===== config.mk =====
export PLATFORM = sky130hd
export DESIGN_NAME = half_duplex_poll_master_msg
export DESIGN_NICKNAME = d
export VERILOG_FILES = /design/src/logic/poll_master_pkg.sv /design/src/logic/half_duplex_poll_master_msg.sv
export SDC_FILE = /design/constraint.sdc
export NUM_CORES = 1
export LEC_CHECK = 0
export ABC_AREA = 1
export CAP_MARGIN = 30
export CORE_MARGIN = 4
export CORE_UTILIZATION = 40
export CTS_CLUSTER_DIAMETER = 80
export CTS_CLUSTER_SIZE = 40
export DETAILED_ROUTE_END_ITERATION = 7
export DONT_BUFFER_PORTS = 1
export GPL_ROUTABILITY_DRIVEN = 0
export HOLD_SLACK_MARGIN = 0.06
export PLACE_DENSITY = 0.54
export SLEW_MARGIN = 15
export SYNTH_ARGS = -nofsm -noshare
export SYNTH_HDL_FRONTEND = slang
export SYNTH_SLANG_ARGS = --single-unit

===== constraint.sdc =====
create_clock -name pclk -period 7.8 [get_ports pclk]
set_clock_uncertainty 0.2 [all_clocks]
set_input_delay 0.39 -clock pclk [delete_from_list [all_inputs] [get_ports pclk]]
set_output_delay 0.39 -clock pclk [all_outputs]
set_load 0.02 [all_outputs]

===== src/logic/poll_master_pkg.sv =====
// constants, types and register map of the polling master
package poll_master_pkg;
    // ------------------------------------------------------------
    // register map (byte addresses)
    // ------------------------------------------------------------
    localparam logic [7:0]  ADDR_CTRL   = 8'h00;
    localparam logic [7:0]  ADDR_TIME0  = 8'h04;
    localparam logic [7:0]  ADDR_TIME1  = 8'h08;
    localparam logic [7:0]  ADDR_DEST   = 8'h0c;
    localparam logic [7:0]  ADDR_CMD    = 8'h10;
    localparam logic [7:0]  ADDR_STATUS = 8'h14;
    localparam logic [7:0]  ADDR_UNDEL  = 8'h18;
    localparam logic [7:0]  ADDR_LASTRX = 8'h1c;
    // ------------------------------------------------------------
    // fields and reset values
    // ------------------------------------------------------------
    localparam int          CTRL_CRC    = 0;
    localparam int          CTRL_ALLOW  = 1;
    localparam int          CTRL_DUP    = 2;
    localparam int          T0_REPLY    = 0;
    localparam int          T0_ACKTO    = 8;
    localparam int          T0_OFF      = 16;
    localparam int          T0_SEND     = 24;
    localparam int          T1_PRE      = 0;
    localparam int          T1_RETRY    = 8;
    localparam int          CMD_START   = 0;
    localparam int          STS_BUSY    = 0;
    localparam int          STS_DONE    = 1;
    localparam int          STS_FAIL    = 2;
    localparam int          STS_REFUSED = 3;
    localparam int          STS_RTS     = 4;
    localparam int          STS_CTS     = 5;
    localparam logic [2:0]  CTRL_RST    = 3'h0;
    localparam logic [31:0] TIME0_RST   = 32'h0100_3205;
    localparam logic [15:0] TIME1_RST   = 16'h0300;
    localparam logic [7:0]  DEST_RST    = 8'h00;
    localparam logic [7:0]  BCAST_ADDR  = 8'hff;
    localparam logic [15:0] CRC_POLY    = 16'ha001;
    // ------------------------------------------------------------
    // timing
    // ------------------------------------------------------------
    localparam int          CLK_HZ      = 125_000_000;
    localparam int          TICK_MS     = 1;
    localparam int          LONG_UNIT_MS = 20;
    localparam int          MS_CYC_DEF  = CLK_HZ / 1000 * TICK_MS;
    // ------------------------------------------------------------
    // types
    // ------------------------------------------------------------
    typedef enum logic [1:0] {TX_MSG = 2'h0, TX_POLL = 2'h1, TX_ACK = 2'h2} tx_kind_e;
    typedef enum logic [1:0] {RX_ACK = 2'h0, RX_MSG = 2'h1, RX_EMPTY = 2'h2} rx_kind_e;
    typedef enum logic [7:0] {
        ST_IDLE  = 8'h01, ST_PRE   = 8'h02, ST_SEND  = 8'h04, ST_TX = 8'h08,
        ST_OFF   = 8'h10, ST_ACKW  = 8'h20, ST_RWAIT = 8'h40, ST_POLLW = 8'h80
    } state_e;
    typedef struct packed {
        tx_kind_e   kind;
        logic [7:0] dest;
    } tx_req_s;
    typedef struct packed {
        rx_kind_e    kind;
        logic [7:0]  src;
        logic        reply;
        logic [15:0] chk;
    } rx_pkt_s;
endpackage : poll_master_pkg


===== src/logic/half_duplex_poll_master_msg.sv =====
// message-based master of a half-duplex polled serial link
`timescale 1ns/1ns
`default_nettype none
module half_duplex_poll_master_msg #(
    parameter int unsigned MS_CYCLES = poll_master_pkg::MS_CYC_DEF
) (
    // clock and reset
    input  wire logic                    pclk,
    input  wire logic                    presetn,
    // apb slave
    input  wire logic                    psel,
    input  wire logic                    penable,
    input  wire logic                    pwrite,
    input  wire logic [7:0]              paddr,
    input  wire logic [31:0]             pwdata,
    output logic [31:0]                  prdata,
    output logic                         pready,
    output logic                         pslverr,
    // modem handshake
    input  wire logic                    cts,
    output logic                         rts,
    // framer transmit side
    output logic                         tx_start,
    output poll_master_pkg::tx_req_s     tx_req,
    output logic                         tx_gate,
    input  wire logic                    tx_done,
    // framer receive side
    input  wire logic                    rx_byte_valid,
    input  wire logic [7:0]              rx_byte,
    input  wire logic                    rx_pkt_valid,
    input  wire poll_master_pkg::rx_pkt_s rx_pkt,
    // delivered messages
    output logic                         exec_valid,
    output logic [7:0]                   exec_src,
    output logic                         exec_unsol
);
    import poll_master_pkg::*;

    // ------------------------------------------------------------
    // state
    // ------------------------------------------------------------
    state_e      st, next_st, after_ack, next_after_ack;
    logic [2:0]  ctrl, next_ctrl;
    logic [31:0] time0, next_time0;
    logic [15:0] time1, next_time1;
    logic [7:0]  dest, next_dest;
    logic        start_pend, next_start_pend;
    logic        done_f, next_done_f, fail_f, next_fail_f;
    logic        refused_f, next_refused_f;
    logic [15:0] undel, next_undel;
    logic [31:0] cyc_cnt, next_cyc_cnt;
    logic [15:0] ms_cnt, next_ms_cnt;
    logic        started, next_started;
    logic [7:0]  retry, next_retry;
    logic        last_v, next_last_v;
    logic [7:0]  last_src, next_last_src;
    logic [15:0] last_chk, next_last_chk;
    logic        hold_v, next_hold_v;
    logic [7:0]  hold_src, next_hold_src;
    logic [7:0]  sum, next_sum;
    logic [15:0] crc, next_crc;
    logic        cts_m1, cts_m2, cts_m3, cts_q, next_cts_q;
    logic        next_rts, next_tx_start, next_tx_gate;
    tx_req_s     next_tx_req;
    logic        next_exec_valid, next_exec_unsol;
    logic [7:0]  next_exec_src;
    logic [31:0] next_prdata;
    logic        next_pready, next_pslverr;
    // working terms
    logic        tick, dly_done, good, is_dup, acc, wr;
    logic [15:0] wait_ms;

    function automatic logic [15:0] crc_step(input logic [15:0] c, input logic [7:0] d);
        logic [15:0] r;
        r = c ^ {8'h00, d};
        for (int i = 0; i < 8; i++) begin
            r = r[0] ? ((r >> 1) ^ CRC_POLY) : (r >> 1);
        end
        return r;
    endfunction : crc_step

    function automatic logic [15:0] long_ms(input logic [7:0] v);
        return 16'(v) * 16'(LONG_UNIT_MS);
    endfunction : long_ms

    // ------------------------------------------------------------
    // next-state logic
    // ------------------------------------------------------------
    always_comb begin
        next_st = st;          next_after_ack = after_ack;
        next_ctrl = ctrl;      next_time0 = time0;
        next_time1 = time1;    next_dest = dest;
        next_start_pend = start_pend;
        next_done_f = done_f;  next_fail_f = fail_f;
        next_refused_f = refused_f;
        next_undel = undel;    next_started = started;
        next_retry = retry;
        next_last_v = last_v;  next_last_src = last_src;
        next_last_chk = last_chk;
        next_hold_v = hold_v;  next_hold_src = hold_src;
        next_sum = sum;        next_crc = crc;
        next_rts = rts;        next_tx_start = 1'b0;
        next_tx_req = tx_req;  next_tx_gate = 1'b0;
        next_exec_valid = 1'b0;
        next_exec_src = exec_src;
        next_exec_unsol = exec_unsol;
        next_prdata = prdata;  next_pslverr = 1'b0;
        // glitch filter: the late stages must agree
        next_cts_q = (cts_m2 == cts_m3) ? cts_m3 : cts_q;

        // millisecond tick and state timer
        tick = (cyc_cnt == MS_CYCLES - 1);
        next_cyc_cnt = tick ? 32'h0 : cyc_cnt + 32'h1;
        next_ms_cnt = (tick && ms_cnt != 16'hffff) ? ms_cnt + 16'h1 : ms_cnt;
        case (st)
            ST_PRE:   wait_ms = 16'(time1[T1_PRE +: 8]);
            ST_SEND:  wait_ms = long_ms(time0[T0_SEND +: 8]);
            ST_OFF:   wait_ms = long_ms(time0[T0_OFF +: 8]);
            ST_RWAIT: wait_ms = long_ms(time0[T0_REPLY +: 8]);
            ST_ACKW,
            ST_POLLW: wait_ms = long_ms(time0[T0_ACKTO +: 8]);
            default:  wait_ms = 16'h0;
        endcase
        dly_done = (ms_cnt >= wait_ms);

        // receive check: sum is blind to order and zero bytes, crc is not
        good = 1'b0;
        is_dup = 1'b0;
        if (rx_byte_valid) begin
            next_sum = sum + rx_byte;
            next_crc = crc_step(crc, rx_byte);
        end
        if (rx_pkt_valid) begin
            good = ctrl[CTRL_CRC] ? (crc == rx_pkt.chk)
                                  : (8'(sum + rx_pkt.chk[7:0]) == 8'h00);
            is_dup = ctrl[CTRL_DUP] && last_v && last_src == rx_pkt.src
                     && last_chk == rx_pkt.chk;
            next_sum = 8'h00;
            next_crc = 16'h0000;
        end

        // link sequencer
        case (st)
            ST_IDLE: begin
                if (start_pend) begin
                    next_start_pend = 1'b0;
                    next_retry = 8'h00;
                    next_tx_req = '{kind: TX_MSG, dest: dest};
                    next_st = ST_PRE;
                end else if (hold_v) begin
                    // slave traffic only after own messages are through
                    next_hold_v = 1'b0;
                    next_exec_valid = 1'b1;
                    next_exec_src = hold_src;
                    next_exec_unsol = 1'b1;
                end
            end
            ST_PRE: if (dly_done) begin
                next_rts = 1'b1;
                next_st = ST_SEND;
            end
            ST_SEND: if (dly_done) begin
                next_started = 1'b0;
                next_st = ST_TX;
            end
            ST_TX: begin
                next_tx_gate = cts_q;
                if (!started && cts_q) begin
                    next_tx_start = 1'b1;
                    next_started = 1'b1;
                end else if (started && tx_done) begin
                    next_st = ST_OFF;
                end
            end
            ST_OFF: if (dly_done) begin
                next_rts = 1'b0;
                case (tx_req.kind)
                    TX_MSG:  next_st = ST_ACKW;
                    TX_POLL: next_st = ST_POLLW;
                    default: next_st = after_ack;
                endcase
            end
            ST_ACKW: begin
                if (rx_pkt_valid && good && rx_pkt.kind == RX_ACK
                    && rx_pkt.src == tx_req.dest) begin
                    next_retry = 8'h00;
                    next_st = ST_RWAIT;
                end else if (dly_done) begin
                    if (retry < time1[T1_RETRY +: 8]) begin
                        next_retry = retry + 8'h01;
                        next_st = ST_PRE;
                    end else begin
                        next_fail_f = 1'b1;
                        next_undel = undel + 16'h1;
                        next_st = ST_IDLE;
                    end
                end
            end
            ST_RWAIT: if (dly_done) begin
                next_tx_req = '{kind: TX_POLL, dest: tx_req.dest};
                next_st = ST_PRE;
            end
            ST_POLLW: begin
                if (rx_pkt_valid && good && rx_pkt.src == tx_req.dest
                    && rx_pkt.kind == RX_MSG) begin
                    // every good message from the polled station is acked, whatever happens to it
                    next_tx_req = '{kind: TX_ACK, dest: rx_pkt.src};
                    next_last_v = 1'b1;
                    next_last_src = rx_pkt.src;
                    next_last_chk = rx_pkt.chk;
                    next_st = ST_PRE;
                    if (rx_pkt.reply) begin
                        next_after_ack = ST_IDLE;
                        next_done_f = 1'b1;
                        next_exec_valid = !is_dup;
                        next_exec_src = rx_pkt.src;
                        next_exec_unsol = 1'b0;
                    end else begin
                        // reply still owed: poll again after the ack
                        next_after_ack = ST_RWAIT;
                        if (ctrl[CTRL_ALLOW] && !is_dup) begin
                            next_hold_v = 1'b1;
                            next_hold_src = rx_pkt.src;
                        end
                    end
                end else if ((rx_pkt_valid && good && rx_pkt.kind == RX_EMPTY
                              && rx_pkt.src == tx_req.dest) || dly_done) begin
                    if (retry < time1[T1_RETRY +: 8]) begin
                        next_retry = retry + 8'h01;
                        next_st = ST_RWAIT;
                    end else begin
                        next_fail_f = 1'b1;
                        next_st = ST_IDLE;
                    end
                end
            end
            default: next_st = ST_IDLE;
        endcase
        if (next_st != st) next_ms_cnt = 16'h0;

        // apb: two-cycle access, write lands on the pready edge
        acc = psel && penable;
        wr = acc && pready && pwrite;
        next_pready = acc && !pready;
        if (acc && !pready) begin
            case (paddr)
                ADDR_CTRL:   next_prdata = {29'h0, ctrl};
                ADDR_TIME0:  next_prdata = time0;
                ADDR_TIME1:  next_prdata = {16'h0, time1};
                ADDR_DEST:   next_prdata = {24'h0, dest};
                ADDR_CMD:    next_prdata = 32'h0;
                ADDR_STATUS: next_prdata = {26'h0, cts_q, rts, refused_f, fail_f,
                                            done_f, (st != ST_IDLE) || start_pend};
                ADDR_UNDEL:  next_prdata = {16'h0, undel};
                ADDR_LASTRX: next_prdata = {7'h0, last_v, last_src, last_chk};
                default: begin
                    next_prdata = 32'h0;
                    next_pslverr = 1'b1;
                end
            endcase
        end
        if (wr) begin
            case (paddr)
                ADDR_CTRL:  next_ctrl = pwdata[2:0];
                ADDR_TIME0: next_time0 = pwdata;
                ADDR_TIME1: next_time1 = pwdata[15:0];
                ADDR_DEST:  next_dest = pwdata[7:0];
                ADDR_CMD: if (pwdata[CMD_START]) begin
                    // broadcast is never a single station's address
                    if (dest == BCAST_ADDR || start_pend || st != ST_IDLE)
                        next_refused_f = 1'b1;
                    else
                        next_start_pend = 1'b1;
                end
                ADDR_STATUS: begin
                    // write one to clear; a same-cycle hardware set wins
                    if (pwdata[STS_DONE] && !(next_done_f && !done_f))
                        next_done_f = 1'b0;
                    if (pwdata[STS_FAIL] && !(next_fail_f && !fail_f))
                        next_fail_f = 1'b0;
                    if (pwdata[STS_REFUSED] && !(next_refused_f && !refused_f))
                        next_refused_f = 1'b0;
                end
                default: ;
            endcase
        end
    end

    // ------------------------------------------------------------
    // registers
    // ------------------------------------------------------------
    always_ff @(posedge pclk or negedge presetn) begin
        if (!presetn) begin
            st <= ST_IDLE;         after_ack <= ST_IDLE;
            ctrl <= CTRL_RST;      time0 <= TIME0_RST;
            time1 <= TIME1_RST;    dest <= DEST_RST;
            start_pend <= 1'b0;    done_f <= 1'b0;
            fail_f <= 1'b0;        refused_f <= 1'b0;
            undel <= 16'h0;        cyc_cnt <= 32'h0;
            ms_cnt <= 16'h0;       started <= 1'b0;
            retry <= 8'h00;        last_v <= 1'b0;
            last_src <= 8'h00;     last_chk <= 16'h0;
            hold_v <= 1'b0;        hold_src <= 8'h00;
            sum <= 8'h00;          crc <= 16'h0;
            cts_m1 <= 1'b0;        cts_m2 <= 1'b0;
            cts_m3 <= 1'b0;        cts_q <= 1'b0;
            rts <= 1'b0;           tx_start <= 1'b0;
            tx_req <= '{kind: TX_MSG, dest: 8'h00};
            tx_gate <= 1'b0;       exec_valid <= 1'b0;
            exec_src <= 8'h00;     exec_unsol <= 1'b0;
            prdata <= 32'h0;       pready <= 1'b0;
            pslverr <= 1'b0;
        end else begin
            st <= next_st;         after_ack <= next_after_ack;
            ctrl <= next_ctrl;     time0 <= next_time0;
            time1 <= next_time1;   dest <= next_dest;
            start_pend <= next_start_pend;
            done_f <= next_done_f; fail_f <= next_fail_f;
            refused_f <= next_refused_f;
            undel <= next_undel;   cyc_cnt <= next_cyc_cnt;
            ms_cnt <= next_ms_cnt; started <= next_started;
            retry <= next_retry;   last_v <= next_last_v;
            last_src <= next_last_src;
            last_chk <= next_last_chk;
            hold_v <= next_hold_v; hold_src <= next_hold_src;
            sum <= next_sum;       crc <= next_crc;
            cts_m1 <= cts;         cts_m2 <= cts_m1;
            cts_m3 <= cts_m2;      cts_q <= next_cts_q;
            rts <= next_rts;       tx_start <= next_tx_start;
            tx_req <= next_tx_req; tx_gate <= next_tx_gate;
            exec_valid <= next_exec_valid;
            exec_src <= next_exec_src;
            exec_unsol <= next_exec_unsol;
            prdata <= next_prdata; pready <= next_pready;
            pslverr <= next_pslverr;
        end
    end
endmodule : half_duplex_poll_master_msg
`default_nettype wire


==> summary.md <==
| Metric | Value |
|---|---|
| Largest net degree at the start of global routing | roughly 270 |
| Fin nets | roughly 2300 |
| Fillers | 4002 |
| HPWL after DPL | roughly 38000 um |
| Initial DRC Count | between 1000 and 1500 |
| WS Path Type | flop to flop |
| Critical Path Source Type | flop |
| CORE AREA | roughly 0.04 mm2 |
| Initial antenna violation count | 0 |
| Status | finished clean |
| Leak pwr | around 0.009 uW |
| Clock Path Buffers | 3 |
| Highest-count cells in the layout ignoring fill and taps | nand2_1, inv_1, dfrtp_1, o21ai_0, nor2_1 |
| Finished Layout Cells | approximately 2700 |
| Slew @ Worst Pin | around 0.9 ns |
| Area delta synth->final | 14.2% |
| Syn_area_per_cell | between 7 and 8 um2 |
| Buffers on Ports | 0 |
| Row count | 73 |
| Register Area | roughly 0.0066 mm2 |
| Pre-CTS setup slack | ~2.8 ns |
| Setup ws final | approximately 2.8 ns |
| H-tree depth | 1 |
| Vias | 14100 |
| Sequential area share after synthesis | about two fifths |
| Antenna-violating nets left | 0 |
| Peak VDD IR | 0.146 mV |
| I/O pin count | between 100 and 150 |
| Wire per inst | about 19 um |
| Synthesized flop and latch total | 265 |
| Final core occ | a little under half |
| Worst path required time | around 8.1 ns |
| Syn. warnings | 0 |
| Hold Fails Final Rpt | 0 |
| CTS tree | yes |
| Fin crit period | about 5.0 ns |
| Pins Over Slew Limit | 0 |
| Cell area after synthesis | between 0.015 and 0.02 mm2 |
| DRC viols | 0 |
| Reg clk slew, reported paths | roughly 0.080 ns |
| Clk Tree Root Cell | clkbuf_16 |
| Worst setup EP type | flop |
| Chip height | 209 um |
| CTS sink count | about 270 |
| Arr. time, crit path | approximately 5.2 ns |
| Vias per Instance | between 5 and 6 |
| Most common cell after layout, fill and taps aside | nand2_1 |
| Syn Inst Count | approximately 2100 |
| Initial core utilization | about two fifths |
| First-pass GRT wire length | roughly 79000 um |
| Multi-input logic area | 0.00830 mm2 |
| 1st-pass router iterations | 5 |
| Global Route Usage Sum | 22.6% |
| Full die area | approximately 0.044 mm2 |
| CTS buffer count | 23 |
| Post-Place Cells | approximately 2600 |
| Synth cell types | 65 |
| Final-report setup violation count | 0 |
| Main synth FF type | dfrtp_1 |
| Fmax | approximately 200 MHz |
| Die W | approximately 210 um |
| Setup TNS | 0 ns |
| RSZ-0062 raised after global routing | false |
| Skew-Pair Late Insertion Delay | 0.58 ns |
| Worst-path maximum fanout | 16 |
| Post-route clock period utilization | a little under two thirds |
| Final wirelength | just over 50000 um |
| Pwr dens | roughly 180 mW/mm2 |
| Hold buffers post-CTS | 82 |
| Net Count, Synth | ~2200 |
| Hold Crit Class | primary input to flop |
| Post-CTS resize count | 0 |
| Max_slew headroom | between 30% and 40% |
| Vias in the first global route | between 10000 and 15000 |
| ANT cells | 0 |
| Total grt overflow | 0 |
| Number of flops mapped to enable cells by yosys | 0 |
| Area of placed instances | ~0.017 mm2 |
| Share of layout cells above drive strength 1 | under 10% |
| Setup Fix Bufs, Post-CTS | 0 |
| Max-cap violations | 0 |
| Post-route cell area | 0.0185 mm2 |
| Post-synth ARST share | 100% |
-- metal layers --
metal / track usage (%) / routed length, um / vias to the layer above
met5: 0 / 0 / -
met3: 4.31 / 3390 / 69
met1: 32.9 / 23600 / 6706
li1: - / - / 6964
met2: 34.7 / 22300 / 402
met4: 5.81 / 1190 / 0
-- cells in the mapped netlist (3+ instances only) --
cell | n | share of area [%]
a211oi_1 | 5 | 0.23
a21boi_0 | 7 | 0.32
a21o_1 | 11 | 0.51
a21oi_1 | 76 | 2.3
a221oi_1 | 7 | 0.38
a22o_1 | 10 | 0.54
a31oi_1 | 6 | 0.23
buf_2 | 11 | 0.34
buf_6 | 4 | 0.28
clkbuf_1 | 28 | 0.65
clkinv_1 | 3 | 0.070
dfrtp_1 | 255 | 39
dfstp_2 | 10 | 1.6
fa_1 | 6 | 0.74
ha_1 | 86 | 6.6
inv_1 | 270 | 6.3
inv_2 | 6 | 0.14
mux2_2 | 10 | 0.70
nand2_1 | 549 | 13
nand2_2 | 4 | 0.15
nand3_1 | 82 | 2.5
nand3b_1 | 4 | 0.19
nand4_1 | 45 | 1.7
nor2_1 | 143 | 3.3
nor2_2 | 5 | 0.19
nor2_4 | 3 | 0.21
nor3_1 | 37 | 1.1
nor3b_1 | 3 | 0.14
nor4_1 | 24 | 0.93
nor4b_1 | 3 | 0.16
o2111ai_1 | 7 | 0.38
o211ai_1 | 8 | 0.37
o21ai_0 | 158 | 4.9
o21ai_1 | 9 | 0.28
o21ai_2 | 8 | 0.43
o22ai_1 | 20 | 0.77
o31ai_1 | 3 | 0.14
o32ai_1 | 3 | 0.16
or2_2 | 5 | 0.19
xnor2_1 | 29 | 1.6
xor2_1 | 71 | 3.8
-- report_power, final --
part | internal [uW] | switching (uW) | total, uW
Combinational | 180 | 286 | 466
Sequential | 1420 | 64.5 | 1490
Clock | 697 | 658 | 1350
-- layout make-up --
type / instances / share of cell area, %
Clock buffer: 24 / 3.13
Clock inverter: 18 / 1.70
Inverter: 280 / 5.69
Multi-Input combinational cell: 1477 / 44.9
Sequential cell: 265 / 35.9
Tap cell: 525 / 3.55
Timing Repair Buffer: 90 / 5.14
-- critical path, cell delays in order (launching register included) --
cell and delay [ns]:
dfstp_2 0.58, ha_1 0.24, ha_1 0.22, fa_1 0.39, nand2_1 0.09, nand2_1 0.05, a21oi_1 0.17, nor2_1 0.07
o21ai_0 0.14, nand2_1 0.08, or2_2 0.27, nand3_1 0.08, o21ai_0 0.09, a211oi_1 0.20, ha_1 0.28, a21oi_1 0.14
o21ai_0 0.11, a211oi_2 0.21, nand3_2 0.26, inv_2 0.20, nand2_1 0.12, o211ai_1 0.12, inv_1 0.27, a21boi_0 0.26
-- through the flow --
stage               total power [uW]  hold WS (ns)
global route                    3470         0.113
detailed placement              1900       -0.0865
finish                          3310        0.0876
CTS                             3350        0.0732
global placement                1890       -0.0862
floorplan                       1800        -0.106
-- cell families after synthesis --
| kind of cell | count (synthesis) | share of synthesized area [%] |
|---|---|---|
| XOR/XNOR | 100 | 5.41 |
| AND/OR/NAND/NOR | 920 | 24.7 |
| multiplexers | 11 | 0.757 |
| AO/OA/AOI/OAI | 353 | 12.9 |
| flip-flops | 265 | 41.0 |
| buffers and inverters | 323 | 7.76 |
| adder cells (fa/ha/maj) | 93 | 7.45 |
-- registers in the layout, summed over array words and instances (netlist names), 10 cells and up --
signal,count
prdata,32
tx_req,10
crc,16
time1,16
ms_cnt,16
undel,16
time0,32
cyc_cnt,32
last_chk,16
-- final timing paths --
path | from | cells after the start | end | slack (ns)
max reg2reg | time0[9] | 23 | ms_cnt[11] | 2.83
min | rx_pkt[25] | 4 | st[1] | 0.09
min in group asynchronous | presetn | 2 | prdata[23] | 0.24
max | time0[9] | 23 | ms_cnt[11] | 2.83
min reg2reg | cts_m1 | 0 | cts_m2 | 0.18
max in group asynchronous | presetn | 3 | cts_m2 | 6.01
Note: power is estimated with default switching activity, not from simulation.
